`src/pcl_map.svh`:
```
// Register offsets, reset values and timing figures of the limit block
`ifndef PCL_MAP_SVH
`define PCL_MAP_SVH

// Register byte offsets
`define PCL_OFS_CTRL       8'h00
`define PCL_OFS_SLOPE      8'h04
`define PCL_OFS_ZERO       8'h08
`define PCL_OFS_RSTART     8'h0c
`define PCL_OFS_REND       8'h10
`define PCL_OFS_PDC        8'h14
`define PCL_OFS_STEP       8'h18
`define PCL_OFS_STATUS     8'h1c
`define PCL_OFS_LIMIT      8'h20

// Reset values
`define PCL_RST_SLOPE      16'h4e20
`define PCL_RST_ZERO       8'h4f
`define PCL_RST_RSTART     10'h020
`define PCL_RST_REND       10'h100
`define PCL_RST_PDC        10'h015
`define PCL_RST_STEP       10'h001

// Fixed arithmetic figures
`define PCL_OFS_SHIFT      16
`define PCL_ADC_BASE_MV    1200
`define PCL_ADC_NUM        160
`define PCL_ADC_DEN        1000
`define PCL_ADC_MAX        9'h0ff
`define PCL_LL_UA          70
`define PCL_HL_UA          370

// Times, their units and the clock rate
`define PCL_CLK_MHZ        100
`define PCL_LEB_NS         269
`define PCL_RS_NS          600
`define PCL_BASE_NS        52140
`define PCL_NS_PER_US      1000
`endif

```
`src/pcl_pkg.sv`:
```
// Types shared by the peak current limit block
package pcl_pkg;
  // AHB-Lite address phase captured for the data phase
  typedef struct packed {
    logic       wr;
    logic       rd;
    logic [7:0] addr;
  } pcl_aphase_s;

  // Soft-start ramp states
  typedef enum logic [1:0] {
    PCL_SS_IDLE = 2'b01,
    PCL_SS_RAMP = 2'b10
  } pcl_ss_e;
endpackage

```
`src/pcl_limit.sv`:
```
// Peak current limit computation, soft-start, blanking, AHB-Lite registers
`timescale 1ns/1ps
`include "pcl_map.svh"

// Summary of operation
// - Subtract the output-voltage offset from the frequency-law peak command.
// - Offset equals slope gain times zero level minus sample, over 65536.
// - Offset zero at the zero level, largest at the minimum sense code.
// - Remove the fixed 1.2 V level from the aux sense before conversion.
// - Converted sense code saturates at 0 and 255 outside the range.
// - Bulk sense current is the measurement used as bulk voltage.
// - Switch turns off when sensed current reaches the comparator threshold.
// - Threshold falls linearly with bulk current between the line corners.
// - Soft-start ramp runs at first startup and every auto-restart.
// - During soft-start the limit rises one step per base period.
// - Ramp starts at the start level, ends at the latest at end level.
// - Ramp values are not corrected for propagation delay.
// - Soft-start ends when feedback falls below its threshold.
// - Comparator output ignored for a fixed time after each turn-on.
// - Blanking applies only to the cycle peak comparator.
// - Aux sense sampled when ringing suppression after turn-off ends.
module pcl_limit #(
  parameter int BASE_CYCLES = (`PCL_BASE_NS * `PCL_CLK_MHZ)
                              / `PCL_NS_PER_US,
  parameter int LW          = 10
) (
  // Clock and reset
  input  wire logic          hclk,
  input  wire logic          hresetn,
  // AHB-Lite slave
  input  wire logic          hsel,
  input  wire logic [31:0]   haddr,
  input  wire logic [1:0]    htrans,
  input  wire logic          hwrite,
  input  wire logic [2:0]    hsize,
  input  wire logic [31:0]   hwdata,
  input  wire logic          hready,
  output logic               hreadyout,
  output logic               hresp,
  output logic [31:0]        hrdata,
  // Power stage and analogue sense
  input  wire logic          gate_on,
  input  wire logic [11:0]   aux_sense_mv,
  input  wire logic [9:0]    bulk_sense_current,
  input  wire logic          bulk_valid,
  input  wire logic [LW-1:0] peak_cmd,
  input  wire logic          ss_restart,
  input  wire logic          feedback_pin_low,
  input  wire logic          cycle_peak_comparator,
  input  wire logic          second_comparator,
  // Results
  output logic [LW-1:0]      threshold,
  output logic               switch_off,
  output logic               second_trip
);

  // Time counts derived from the clock rate
  localparam int LEB_CYC = (`PCL_LEB_NS * `PCL_CLK_MHZ + `PCL_NS_PER_US - 1)
                           / `PCL_NS_PER_US;
  localparam int RS_CYC  = (`PCL_RS_NS * `PCL_CLK_MHZ + `PCL_NS_PER_US - 1)
                           / `PCL_NS_PER_US;
  localparam int TW      = $clog2(BASE_CYCLES + 1);
  localparam int SPAN    = `PCL_HL_UA - `PCL_LL_UA;

  // Elaboration check on parameters
  if (LW < 8 || LW > 16 || BASE_CYCLES < 1) begin : g_bad
    $error("pcl_limit: unsupported parameter values");
  end

  // Both timers are eight bits wide; longer times need wider counters
  if (LEB_CYC > 255 || RS_CYC < 1 || RS_CYC > 256) begin : g_bad_time
    $error("pcl_limit: timer counts do not fit the counters");
  end

  // Register map decode shared by read and write paths
  function automatic logic [3:0] reg_index(input logic [7:0] a);
    unique case (a)
      `PCL_OFS_CTRL:   reg_index = 4'h0;
      `PCL_OFS_SLOPE:  reg_index = 4'h1;
      `PCL_OFS_ZERO:   reg_index = 4'h2;
      `PCL_OFS_RSTART: reg_index = 4'h3;
      `PCL_OFS_REND:   reg_index = 4'h4;
      `PCL_OFS_PDC:    reg_index = 4'h5;
      `PCL_OFS_STEP:   reg_index = 4'h6;
      `PCL_OFS_STATUS: reg_index = 4'h7;
      `PCL_OFS_LIMIT:  reg_index = 4'h8;
      default:         reg_index = 4'hf;
    endcase
  endfunction

  pcl_pkg::pcl_aphase_s ap_q;
  logic [15:0]          slope_q;
  logic [7:0]           zero_q;
  logic [LW-1:0]        rstart_q;
  logic [LW-1:0]        rend_q;
  logic [LW-1:0]        pdc_q;
  logic [LW-1:0]        step_q;
  logic                 ss_kick_q;
  logic                 wr_en;
  logic [3:0]           wr_idx;

  // Address phase capture, zero wait states, always OKAY
  // Only a selected NONSEQ or SEQ seen with hready high starts a transfer
  always_ff @(posedge hclk or negedge hresetn) begin
    if (!hresetn) begin
      ap_q <= '0;
    end else if (hready) begin
      ap_q.wr   <= hsel && htrans[1] && hwrite;
      ap_q.rd   <= hsel && htrans[1] && !hwrite;
      ap_q.addr <= haddr[7:0];
    end
  end

  assign hreadyout = 1'b1;
  assign hresp     = 1'b0;
  assign wr_en     = ap_q.wr;
  assign wr_idx    = reg_index(ap_q.addr);

  // Software-written configuration
  always_ff @(posedge hclk or negedge hresetn) begin
    if (!hresetn) begin
      slope_q   <= `PCL_RST_SLOPE;
      zero_q    <= `PCL_RST_ZERO;
      rstart_q  <= LW'(`PCL_RST_RSTART);
      rend_q    <= LW'(`PCL_RST_REND);
      pdc_q     <= LW'(`PCL_RST_PDC);
      step_q    <= LW'(`PCL_RST_STEP);
      ss_kick_q <= 1'b0;
    end else begin
      ss_kick_q <= wr_en && (wr_idx == 4'h0) && hwdata[0];
      if (wr_en) begin
        unique case (wr_idx)
          4'h1: slope_q  <= hwdata[15:0];
          4'h2: zero_q   <= hwdata[7:0];
          4'h3: rstart_q <= hwdata[LW-1:0];
          4'h4: rend_q   <= hwdata[LW-1:0];
          4'h5: pdc_q    <= hwdata[LW-1:0];
          4'h6: step_q   <= hwdata[LW-1:0];
          default: ;
        endcase
      end
    end
  end

  // Ringing suppression timer after gate turn-off
  // A new turn-on cancels a pending sample, the winding is no longer valid
  logic       gate_q;
  logic [7:0] rs_cnt_q;
  logic       rs_run_q;
  logic       sample_now;

  always_ff @(posedge hclk or negedge hresetn) begin
    if (!hresetn) begin
      gate_q   <= 1'b0;
      rs_run_q <= 1'b0;
      rs_cnt_q <= 8'h00;
    end else begin
      gate_q <= gate_on;
      if (gate_q && !gate_on) begin
        rs_run_q <= 1'b1;
        rs_cnt_q <= 8'(RS_CYC - 1);
      end else if (gate_on) begin
        rs_run_q <= 1'b0;
      end else if (rs_run_q) begin
        if (rs_cnt_q == 8'h00) begin
          rs_run_q <= 1'b0;
        end else begin
          rs_cnt_q <= rs_cnt_q - 8'h01;
        end
      end
    end
  end

  assign sample_now = rs_run_q && (rs_cnt_q == 8'h00) && !gate_on;

  // Base level removal and saturating conversion
  logic [12:0] above_mv;
  logic [20:0] scaled;
  logic [7:0]  sense_code;

  always_comb begin
    above_mv = 13'(aux_sense_mv) - 13'(`PCL_ADC_BASE_MV);
    scaled   = 21'((21'(above_mv[11:0]) * 21'(`PCL_ADC_NUM))
                   / 21'(`PCL_ADC_DEN));
    if (above_mv[12]) begin
      sense_code = 8'h00;
    end else if (scaled > 21'(`PCL_ADC_MAX)) begin
      sense_code = 8'hff;
    end else begin
      sense_code = scaled[7:0];
    end
  end

  // Offset from each new sense sample
  // Held between samples so the limit never follows the winding ringing
  logic [7:0]  code_q;
  logic [LW-1:0] offset_q;
  logic [23:0] prod;

  assign prod = (zero_q > sense_code)
              ? 24'(slope_q) * 24'(zero_q - sense_code)
              : 24'h000000;

  always_ff @(posedge hclk or negedge hresetn) begin
    if (!hresetn) begin
      code_q   <= 8'h00;
      offset_q <= '0;
    end else if (sample_now) begin
      code_q   <= sense_code;
      offset_q <= LW'(prod >> `PCL_OFS_SHIFT);
    end
  end

  // Bulk sense current, clamped to the line corners
  // Readings beyond a corner are held there, never extrapolated
  logic [9:0] bulk_q;

  always_ff @(posedge hclk or negedge hresetn) begin
    if (!hresetn) begin
      bulk_q <= 10'(`PCL_LL_UA);
    end else if (bulk_valid) begin
      if (bulk_sense_current < 10'(`PCL_LL_UA)) begin
        bulk_q <= 10'(`PCL_LL_UA);
      end else if (bulk_sense_current > 10'(`PCL_HL_UA)) begin
        bulk_q <= 10'(`PCL_HL_UA);
      end else begin
        bulk_q <= bulk_sense_current;
      end
    end
  end

  // Soft-start ramp
  // A restart wins over a ramp step and over the feedback exit
  pcl_pkg::pcl_ss_e ss_q;
  logic [LW-1:0]    ss_lvl_q;
  logic [TW-1:0]    base_q;
  logic [LW:0]      ss_next;

  assign ss_next = {1'b0, ss_lvl_q} + {1'b0, step_q};

  always_ff @(posedge hclk or negedge hresetn) begin
    if (!hresetn) begin
      ss_q     <= pcl_pkg::PCL_SS_RAMP;
      ss_lvl_q <= LW'(`PCL_RST_RSTART);
      base_q   <= '0;
    end else if (ss_restart || ss_kick_q) begin
      ss_q     <= pcl_pkg::PCL_SS_RAMP;
      ss_lvl_q <= rstart_q;
      base_q   <= '0;
    end else begin
      unique case (ss_q)
        pcl_pkg::PCL_SS_IDLE: begin
          base_q <= '0;
        end
        pcl_pkg::PCL_SS_RAMP: begin
          if (feedback_pin_low) begin
            ss_q <= pcl_pkg::PCL_SS_IDLE;
          end else if (ss_lvl_q >= rend_q) begin
            ss_q <= pcl_pkg::PCL_SS_IDLE;
          end else if (base_q == TW'(BASE_CYCLES - 1)) begin
            base_q <= '0;
            ss_lvl_q <= (ss_next > {1'b0, rend_q}) ? rend_q
                                                   : ss_next[LW-1:0];
          end else begin
            base_q <= base_q + 1'b1;
          end
        end
      endcase
    end
  end

  // Offset and delay compensation applied to the command
  logic [LW-1:0] lim_ofs;
  logic [LW-1:0] pdc_amt;
  logic [LW+9:0] pdc_prod;

  always_comb begin
    lim_ofs  = (peak_cmd > offset_q) ? peak_cmd - offset_q : '0;
    pdc_prod = (LW+10)'(pdc_q) * (LW+10)'(bulk_q - 10'(`PCL_LL_UA));
    pdc_amt  = LW'(pdc_prod / (LW+10)'(SPAN));
  end

  // Threshold register: ramp level or compensated limit
  // Ramp levels bypass delay compensation, they are final numbers
  always_ff @(posedge hclk or negedge hresetn) begin
    if (!hresetn) begin
      threshold <= '0;
    end else if (ss_q == pcl_pkg::PCL_SS_RAMP) begin
      threshold <= ss_lvl_q;
    end else begin
      threshold <= (lim_ofs > pdc_amt) ? lim_ofs - pdc_amt : '0;
    end
  end

  // Turn-on blanking of the cycle peak comparator
  // Restarted on every rising gate edge, so the spike ringing is masked too
  logic [7:0] leb_q;

  always_ff @(posedge hclk or negedge hresetn) begin
    if (!hresetn) begin
      leb_q <= 8'h00;
    end else if (gate_on && !gate_q) begin
      leb_q <= 8'(LEB_CYC);
    end else if (leb_q != 8'h00) begin
      leb_q <= leb_q - 8'h01;
    end
  end

  // Turn-off request and unblanked second comparator
  always_ff @(posedge hclk or negedge hresetn) begin
    if (!hresetn) begin
      switch_off  <= 1'b0;
      second_trip <= 1'b0;
    end else begin
      switch_off  <= gate_on && gate_q && (leb_q == 8'h00)
                     && cycle_peak_comparator;
      second_trip <= second_comparator;
    end
  end

  // Read data for the data phase
  // Captured at the address edge, so it stands through the data phase
  always_ff @(posedge hclk or negedge hresetn) begin
    if (!hresetn) begin
      hrdata <= 32'h00000000;
    end else if (hready && hsel && htrans[1] && !hwrite) begin
      unique case (reg_index(haddr[7:0]))
        4'h1: hrdata <= {16'h0000, slope_q};
        4'h2: hrdata <= {24'h000000, zero_q};
        4'h3: hrdata <= 32'(rstart_q);
        4'h4: hrdata <= 32'(rend_q);
        4'h5: hrdata <= 32'(pdc_q);
        4'h6: hrdata <= 32'(step_q);
        4'h7: hrdata <= {7'h00, ss_q == pcl_pkg::PCL_SS_RAMP,
                         code_q, 6'h00, bulk_q};
        4'h8: hrdata <= {6'h00, 10'(offset_q), 6'h00, 10'(threshold)};
        default: hrdata <= 32'h00000000;
      endcase
    end
  end

endmodule // pcl_limit

```
`config.mk`:
```
export PLATFORM = sky130hd
export DESIGN_NAME = pcl_limit
export DESIGN_NICKNAME = d
export VERILOG_FILES = /design/src/pcl_pkg.sv /design/src/pcl_limit.sv
export VERILOG_INCLUDE_DIRS = /design/src
export SDC_FILE = /design/constraint.sdc
export NUM_CORES = 1
export LEC_CHECK = 0
export ABC_AREA = 0
export BUFFER_PORTS_ARGS = -buffer_cell sky130_fd_sc_hd__buf_2
export CAP_MARGIN = 20
export CORE_UTILIZATION = 30
export DETAILED_ROUTE_END_ITERATION = 6
export HOLD_SLACK_MARGIN = 0.05
export SLEW_MARGIN = 25
export SYNTH_ARGS = -nofsm -noshare
export SYNTH_HDL_FRONTEND = slang
export SYNTH_SLANG_ARGS = --single-unit
```
`constraint.sdc`:
```
create_clock -name hclk -period 43.8 [get_ports hclk]
set_clock_uncertainty 0.15 [all_clocks]
set_input_delay 4.38 -clock hclk [delete_from_list [all_inputs] [get_ports hclk]]
set_output_delay 4.38 -clock hclk [all_outputs]
set_load 0.05 [all_outputs]
```
==> results of run 1 <==
-- registers in the layout, summed over array words and instances (netlist names), 2 cells and up --
register and cells:
ss_lvl_q 10, bulk_q 10, code_q 8, offset_q 8
rend_q 10, ap_q 8, base_q 13, leb_q 8
hrdata 25, step_q 10, zero_q 8, pdc_q 10
threshold 10, rs_cnt_q 8, slope_q 16, rstart_q 10
ss_q 2
-- layer usage --
layer  wire, µm  GRT usage, %  vias up
met3       3460          2.61       46
met5         46             0        -
met2      31900          26.2      432
li1           -             -    10600
met1      33900          23.5    10700
met4        730          2.49        8
-- worst paths after layout --
kind	to	slack [ps]	cells past startpoint
setup / recovery	offset_q[7]	19190	86
hold / removal	hrdata[3]	330	2
setup reg to reg	threshold[5]	24880	63
hold reg to reg	hrdata[3]	330	2
max in group asynchronous	slope_q[2]	38470	2
min in group asynchronous	bulk_q[4]	3720	1
-- logic make-up after synthesis --
family,count (synthesis),share of synthesized area (%)
xor gates and xnor gates,148,5.54
adders and majority gates,381,23.8
muxes,131,5.69
buffers and inverters,415,6.45
AOI/OAI and AO/OA,712,20.3
other,2,0.0294
and+or+nand+nor,1030,20.4
DFF,180,17.8
-- final cells by class --
cell class | count | area share (%)
Multi-Input combinational cell | 2411 | 69.9
Sequential cell | 180 | 16.3
Tap cell | 1134 | 5.11
Inverter | 291 | 3.94
Timing Repair Buffer | 124 | 2.45
Clock buffer | 20 | 1.57
Clock inverter | 12 | 0.689
Antenna cell | 4 | 0.0361
-- cell usage in the layout, fill, tap and decap left out, types with 57 or more instances in the layout --
master,instances
mux2_2,83
xnor2_1,91
and2_1,100
nand3_1,71
nor2_1,182
ha_1,202
fa_1,175
dfrtp_1,159
buf_2,103
o21ai_0,141
a21oi_1,137
inv_1,286
nor3_1,57
nand2_1,321
nand2b_1,65
-- critical path: cells and delay by family --
kind / cells / cell delay, ps
adder cells (fa/ha/maj): 10 / 4270
buffers and inverters: 14 / 1300
XOR/XNOR: 5 / 1260
AO/OA/AOI/OAI: 35 / 9040
AND/OR/NAND/NOR: 22 / 4510
-- through the flow --
stage / cells / area [µm²]
floorplan: 3006 / 25500
detailed placement: 4140 / 27100
global route: 4173 / 27800
finish: 4176 / 27800
global placement: 4140 / 27100
CTS: 4172 / 27700
==> run_results.csv, run 1 <==
group,metric,value,unit
global_route,grt_pass1_vias,20800,
job,maxCapViolations,0,
placed_design,dpl_worst_slack,18890,ps
synthesis,synthCells,2999,
synthesis,synthFlopType,"dfrtp_1",
floorplan,die_width,294,µm
final_layout,n_fill_cell,8795,
detailed_routing,drt_iter0_drc,1559,
worst_setup_path,max_stage_delay,620,ps
final_layout,seqCellArea,4530,µm²
worst_setup_path,critPathKind,"in2reg",
hold_path,hold_start,"hrdata[3]",
synthesis,ys_top_cells_by_count,"321 x nand2_1, 286 x inv_1, 202 x ha_1, 182 x nor2_1, 175 x fa_1",
final_layout,multi_input_area,19400,µm²
placed_design,portBuffers,104,
floorplan,placementRows,106,
synthesis,syn_area_per_cell,8.51,µm²
worst_setup_path,required,44010,ps
worst_setup_path,cp_max_fo,16,
synthesis,synth_seq_area_share,17.8,%
timing,fmax,0.0406,GHz
detailed_routing,viasPerCell,5.20,
detailed_routing,drtAntennaViolNets,0,
clock_tree,ctsResizeCount,0,
synthesis,yosysWarnings,0,
timing,layout_setup_ws,19190,ps
floorplan,start_util,30.4,%
final_layout,syn2layout_area_growth,8.84,%
hold_path,hold_class,"reg2reg",
timing,hold_slack,326,ps
timing,period_share,56.2,%
final_layout,final_nets,3514,
synthesis,synth_area_leaders,"dfrtp_1 16%, fa_1 14%, ha_1 9.9%, nand2_1 4.7%, inv_1 4.2%",
synthesis,async_reset_ff_share,100,%
clock_tree,clock_latency,470,ps
worst_setup_path,worst_ep_arrival_time,24830,ps
floorplan,die_y,294,µm
timing,setup_violations,0,
clock_tree,postCtsHoldBufs,0,
timing,worstMarginPinSlew,1050,ps
global_route,grt.overflow.total,0,
clock_tree,cts_htree_levels,4,
clock_tree,root_buffer,"clkbuf_16",
floorplan,core_area,84000,µm²
clock_tree,post_cts_buffers,0,
floorplan,dieArea,86200,µm²
placed_design,dpl.hpwl,55.3,mm
timing,max_slew_margin,29.3,%
final_layout,fin_util,33.1,%
timing,rsz0062_at_grt,"no",
synthesis,synthDistinctLibCells,136,
clock_tree,cts_buffer_depth,2,
worst_setup_path,crit_slowest_cell,"o41a_1",
synthesis,synth.most_common_cell,"nand2_1",
timing,hold_viol,0,
synthesis,synth_area,25500,µm²
final_layout,drive_above_1_share,13.0,%
timing,drv_slew,0,
timing,fin_tns_setup,0,ps
synthesis,synth_area_leader_cell,"dfrtp_1",
floorplan,ios,158,
detailed_routing,routed_wl,70.0,mm
synthesis,synth_edf_count,0,
global_route,grt_pass1_wl,114,mm
clock_tree,cts_tree,"built",
worst_setup_path,endpoint_kind,"flop",
placed_design,gp_congestion,0.873,
detailed_routing,firstDrtPassIters,5,
synthesis,ys_ff_latch,180,
detailed_routing,wire_per_inst,16.8,µm
clock_tree,cts.sinks,180,
timing,period_minus_slack,24610,ps
worst_setup_path,cp-start-kind,"input pin",
clock_tree,cts_made_buffers,17,
global_route,grt_usage,16.4,%
status,status,"finished clean",
synthesis,synth_top_area_share,15.6,%
detailed_routing,drc,0,
worst_setup_path,startpoint,"aux_sense_mv[4]",
detailed_routing,num_vias,21700,
global_route,grt_max_degree,67,
clock_tree,clkTransAtPathRegs,80,ps
global_route,antenna_found_initial,8,
worst_setup_path,r2r-start,"bulk_q[1]",
Power of run 1 is left out: the tool's default activity adds up to more than one toggle a clock period on the data nets, which glitch-free logic cannot reach.
==> inputs of run 2 (changes only) <==
==> constraint.sdc (replaced) <==
create_clock -name hclk -period 20.1 [get_ports hclk]
set_clock_uncertainty 0.15 [all_clocks]
set_input_delay 2.01 -clock hclk [delete_from_list [all_inputs] [get_ports hclk]]
set_output_delay 2.01 -clock hclk [all_outputs]
set_load 0.05 [all_outputs]
==> run_results.csv, run 2 (synthesis results as in run 1) <==
group,metric,value,unit
detailed_routing,drtAntennaViolNets,0,
final_layout,finalInstanceArea,29000,µm²
floorplan,ios,158,
clock_tree,postCtsHoldBufs,0,
detailed_routing,routed-wl-met3,3.60,mm
clock_tree,clkTransAtPathRegs,70,ps
placed_design,gp_congestion,0.878,
detailed_routing,met1_length,34.4,mm
hold_path,hold_class,"reg2reg",
timing,worstMarginPinSlew,1020,ps
detailed_routing,viasPerCell,5.18,
clock_tree,cts.sinks,180,
floorplan,start_util,30.4,%
status,status,"finished clean",
detailed_routing,drt_iter0_drc,1298,
worst_setup_path,critPathKind,"in2reg",
worst_setup_path,cp-start-kind,"input pin",
floorplan,placementRows,106,
final_layout,final_cell_mix,"319 x nand2_1, 286 x inv_1, 202 x ha_1, 179 x nor2_1, 175 x fa_1",
final_layout,multi_input_area,19700,µm²
detailed_routing,top_layer,"met5",
global_route,grt_pass1_vias,21500,
detailed_routing,route.met2.wl,32.6,mm
global_route,grt_max_degree,110,
final_layout,syn2layout_area_growth,13.8,%
timing,max_slew_margin,31.8,%
worst_setup_path,required,20300,ps
worst_setup_path,endpoint_kind,"flop",
final_layout,n_fill_cell,8713,
detailed_routing,wire_per_inst,16.7,µm
floorplan,die_width,294,µm
clock_tree,cts_made_buffers,17,
worst_setup_path,max_stage_delay,570,ps
timing,setup_violations,0,
final_layout,top_register,"hrdata",
detailed_routing,drc,0,
worst_setup_path,cp_num_buf_inv,20,
worst_setup_path,crit_slowest_cell,"fa_1",
worst_setup_path,critPathTopFamily,"compound AO/OA/AOI/OAI gates",
final_layout,final_nets,3639,
timing,hold_viol,0,
clock_tree,cts_buffer_depth,2,
final_layout,biggestRegsByFlops,"hrdata (25), slope_q (16), base_q (13)",
final_layout,final_common_cell,"nand2_1",
timing,period_minus_slack,18920,ps
final_layout,drive_above_1_share,18.3,%
final_layout,largest_register_ffs,25,
final_layout,seqCellArea,4530,µm²
final_layout,fin_util,34.6,%
global_route,grt.overflow.total,0,
worst_setup_path,cp_max_fo,10,
floorplan,core_area,84000,µm²
timing,fmax,0.0529,GHz
timing,drv_slew,0,
global_route,antenna_found_initial,7,
job,maxCapViolations,0,
timing,hold_slack,321,ps
placed_design,dpl.hpwl,57.1,mm
placed_design,portBuffers,104,
worst_setup_path,crit_top_cell,"inv_1",
global_route,grt_pass1_wl,116,mm
clock_tree,clock_latency,470,ps
timing,period_share,94.1,%
placed_design,placed_cell_area,27900,µm²
detailed_routing,num_vias,22300,
detailed_routing,routed_wl,71.7,mm
clock_tree,cts_htree_levels,4,
clock_tree,cts_tree,"built",
floorplan,dieArea,86200,µm²
global_route,grt_usage,16.7,%
worst_setup_path,worst_ep_arrival_time,19120,ps
detailed_routing,firstDrtPassIters,5,
clock_tree,root_buffer,"clkbuf_16",
floorplan,die_y,294,µm
## run 2: cell count changes in the layout (fill, tap and decap cells not counted), sizes merged
cell,before,now
buf,123,248
bufinv,4,1
clkbuf,21,19
clkinv,6,9
clkinvlp,0,1
diode,4,3
inv,293,294
## run 2: repair_timing
item                                    4_1_cts  5_1_grt
gates resized for setup                       0       84
setup buffers                                 0       17
endpoints found under the setup margin        0        6
## run 2: metal layers
metal	vias to the layer above	global-route usage, %
met5	-	0
met4	4	3.30
met3	58	2.36
met2	499	26.8
met1	10900	23.7
li1	10800	-
## run 2: layout make-up
type	count	share of cell area [%]
Clock inverter	14	0.556
Clock buffer	18	1.51
Antenna cell	3	0.0259
Multi-Input combinational cell	2411	68.0
Tap cell	1134	4.89
Timing Repair Buffer	249	5.65
Sequential cell	180	15.6
Inverter	291	3.77
## run 2: tightest hold or removal path, stage by stage (launching register included)
cell	delay [ps]
dfrtp_1	340
nand2_1	50
nand3_1	50
## run 2: final timing paths
path                            startpoint            to  slack (ps)  depth (start not counted)
setup / recovery           aux_sense_mv[4]   offset_q[7]        1180                         92
max in group asynchronous          hresetn   offset_q[1]       17080                          3
setup reg to reg                 bulk_q[1]  threshold[6]        1680                         62
hold / removal                  hrdata[18]    hrdata[18]         320                          2
hold reg to reg                 hrdata[18]    hrdata[18]         320                          2
min in group asynchronous          hresetn     bulk_q[8]        1280                          1
## run 2: metrics by stage
| stage | cells | setup TNS, ps | worst slack, ps |
|---|---|---|---|
| after floorplan | 3006 | 0 | 534 |
| after global placement | 4247 | 0 | 137 |
| after detailed placement | 4247 | -35.3 | -35.3 |
| after CTS | 4279 | 0 | 388 |
| after global routing | 4299 | -66.0 | -66.0 |
| final | 4300 | 0 | 1180 |
Power of run 2 is left out for the same reason.
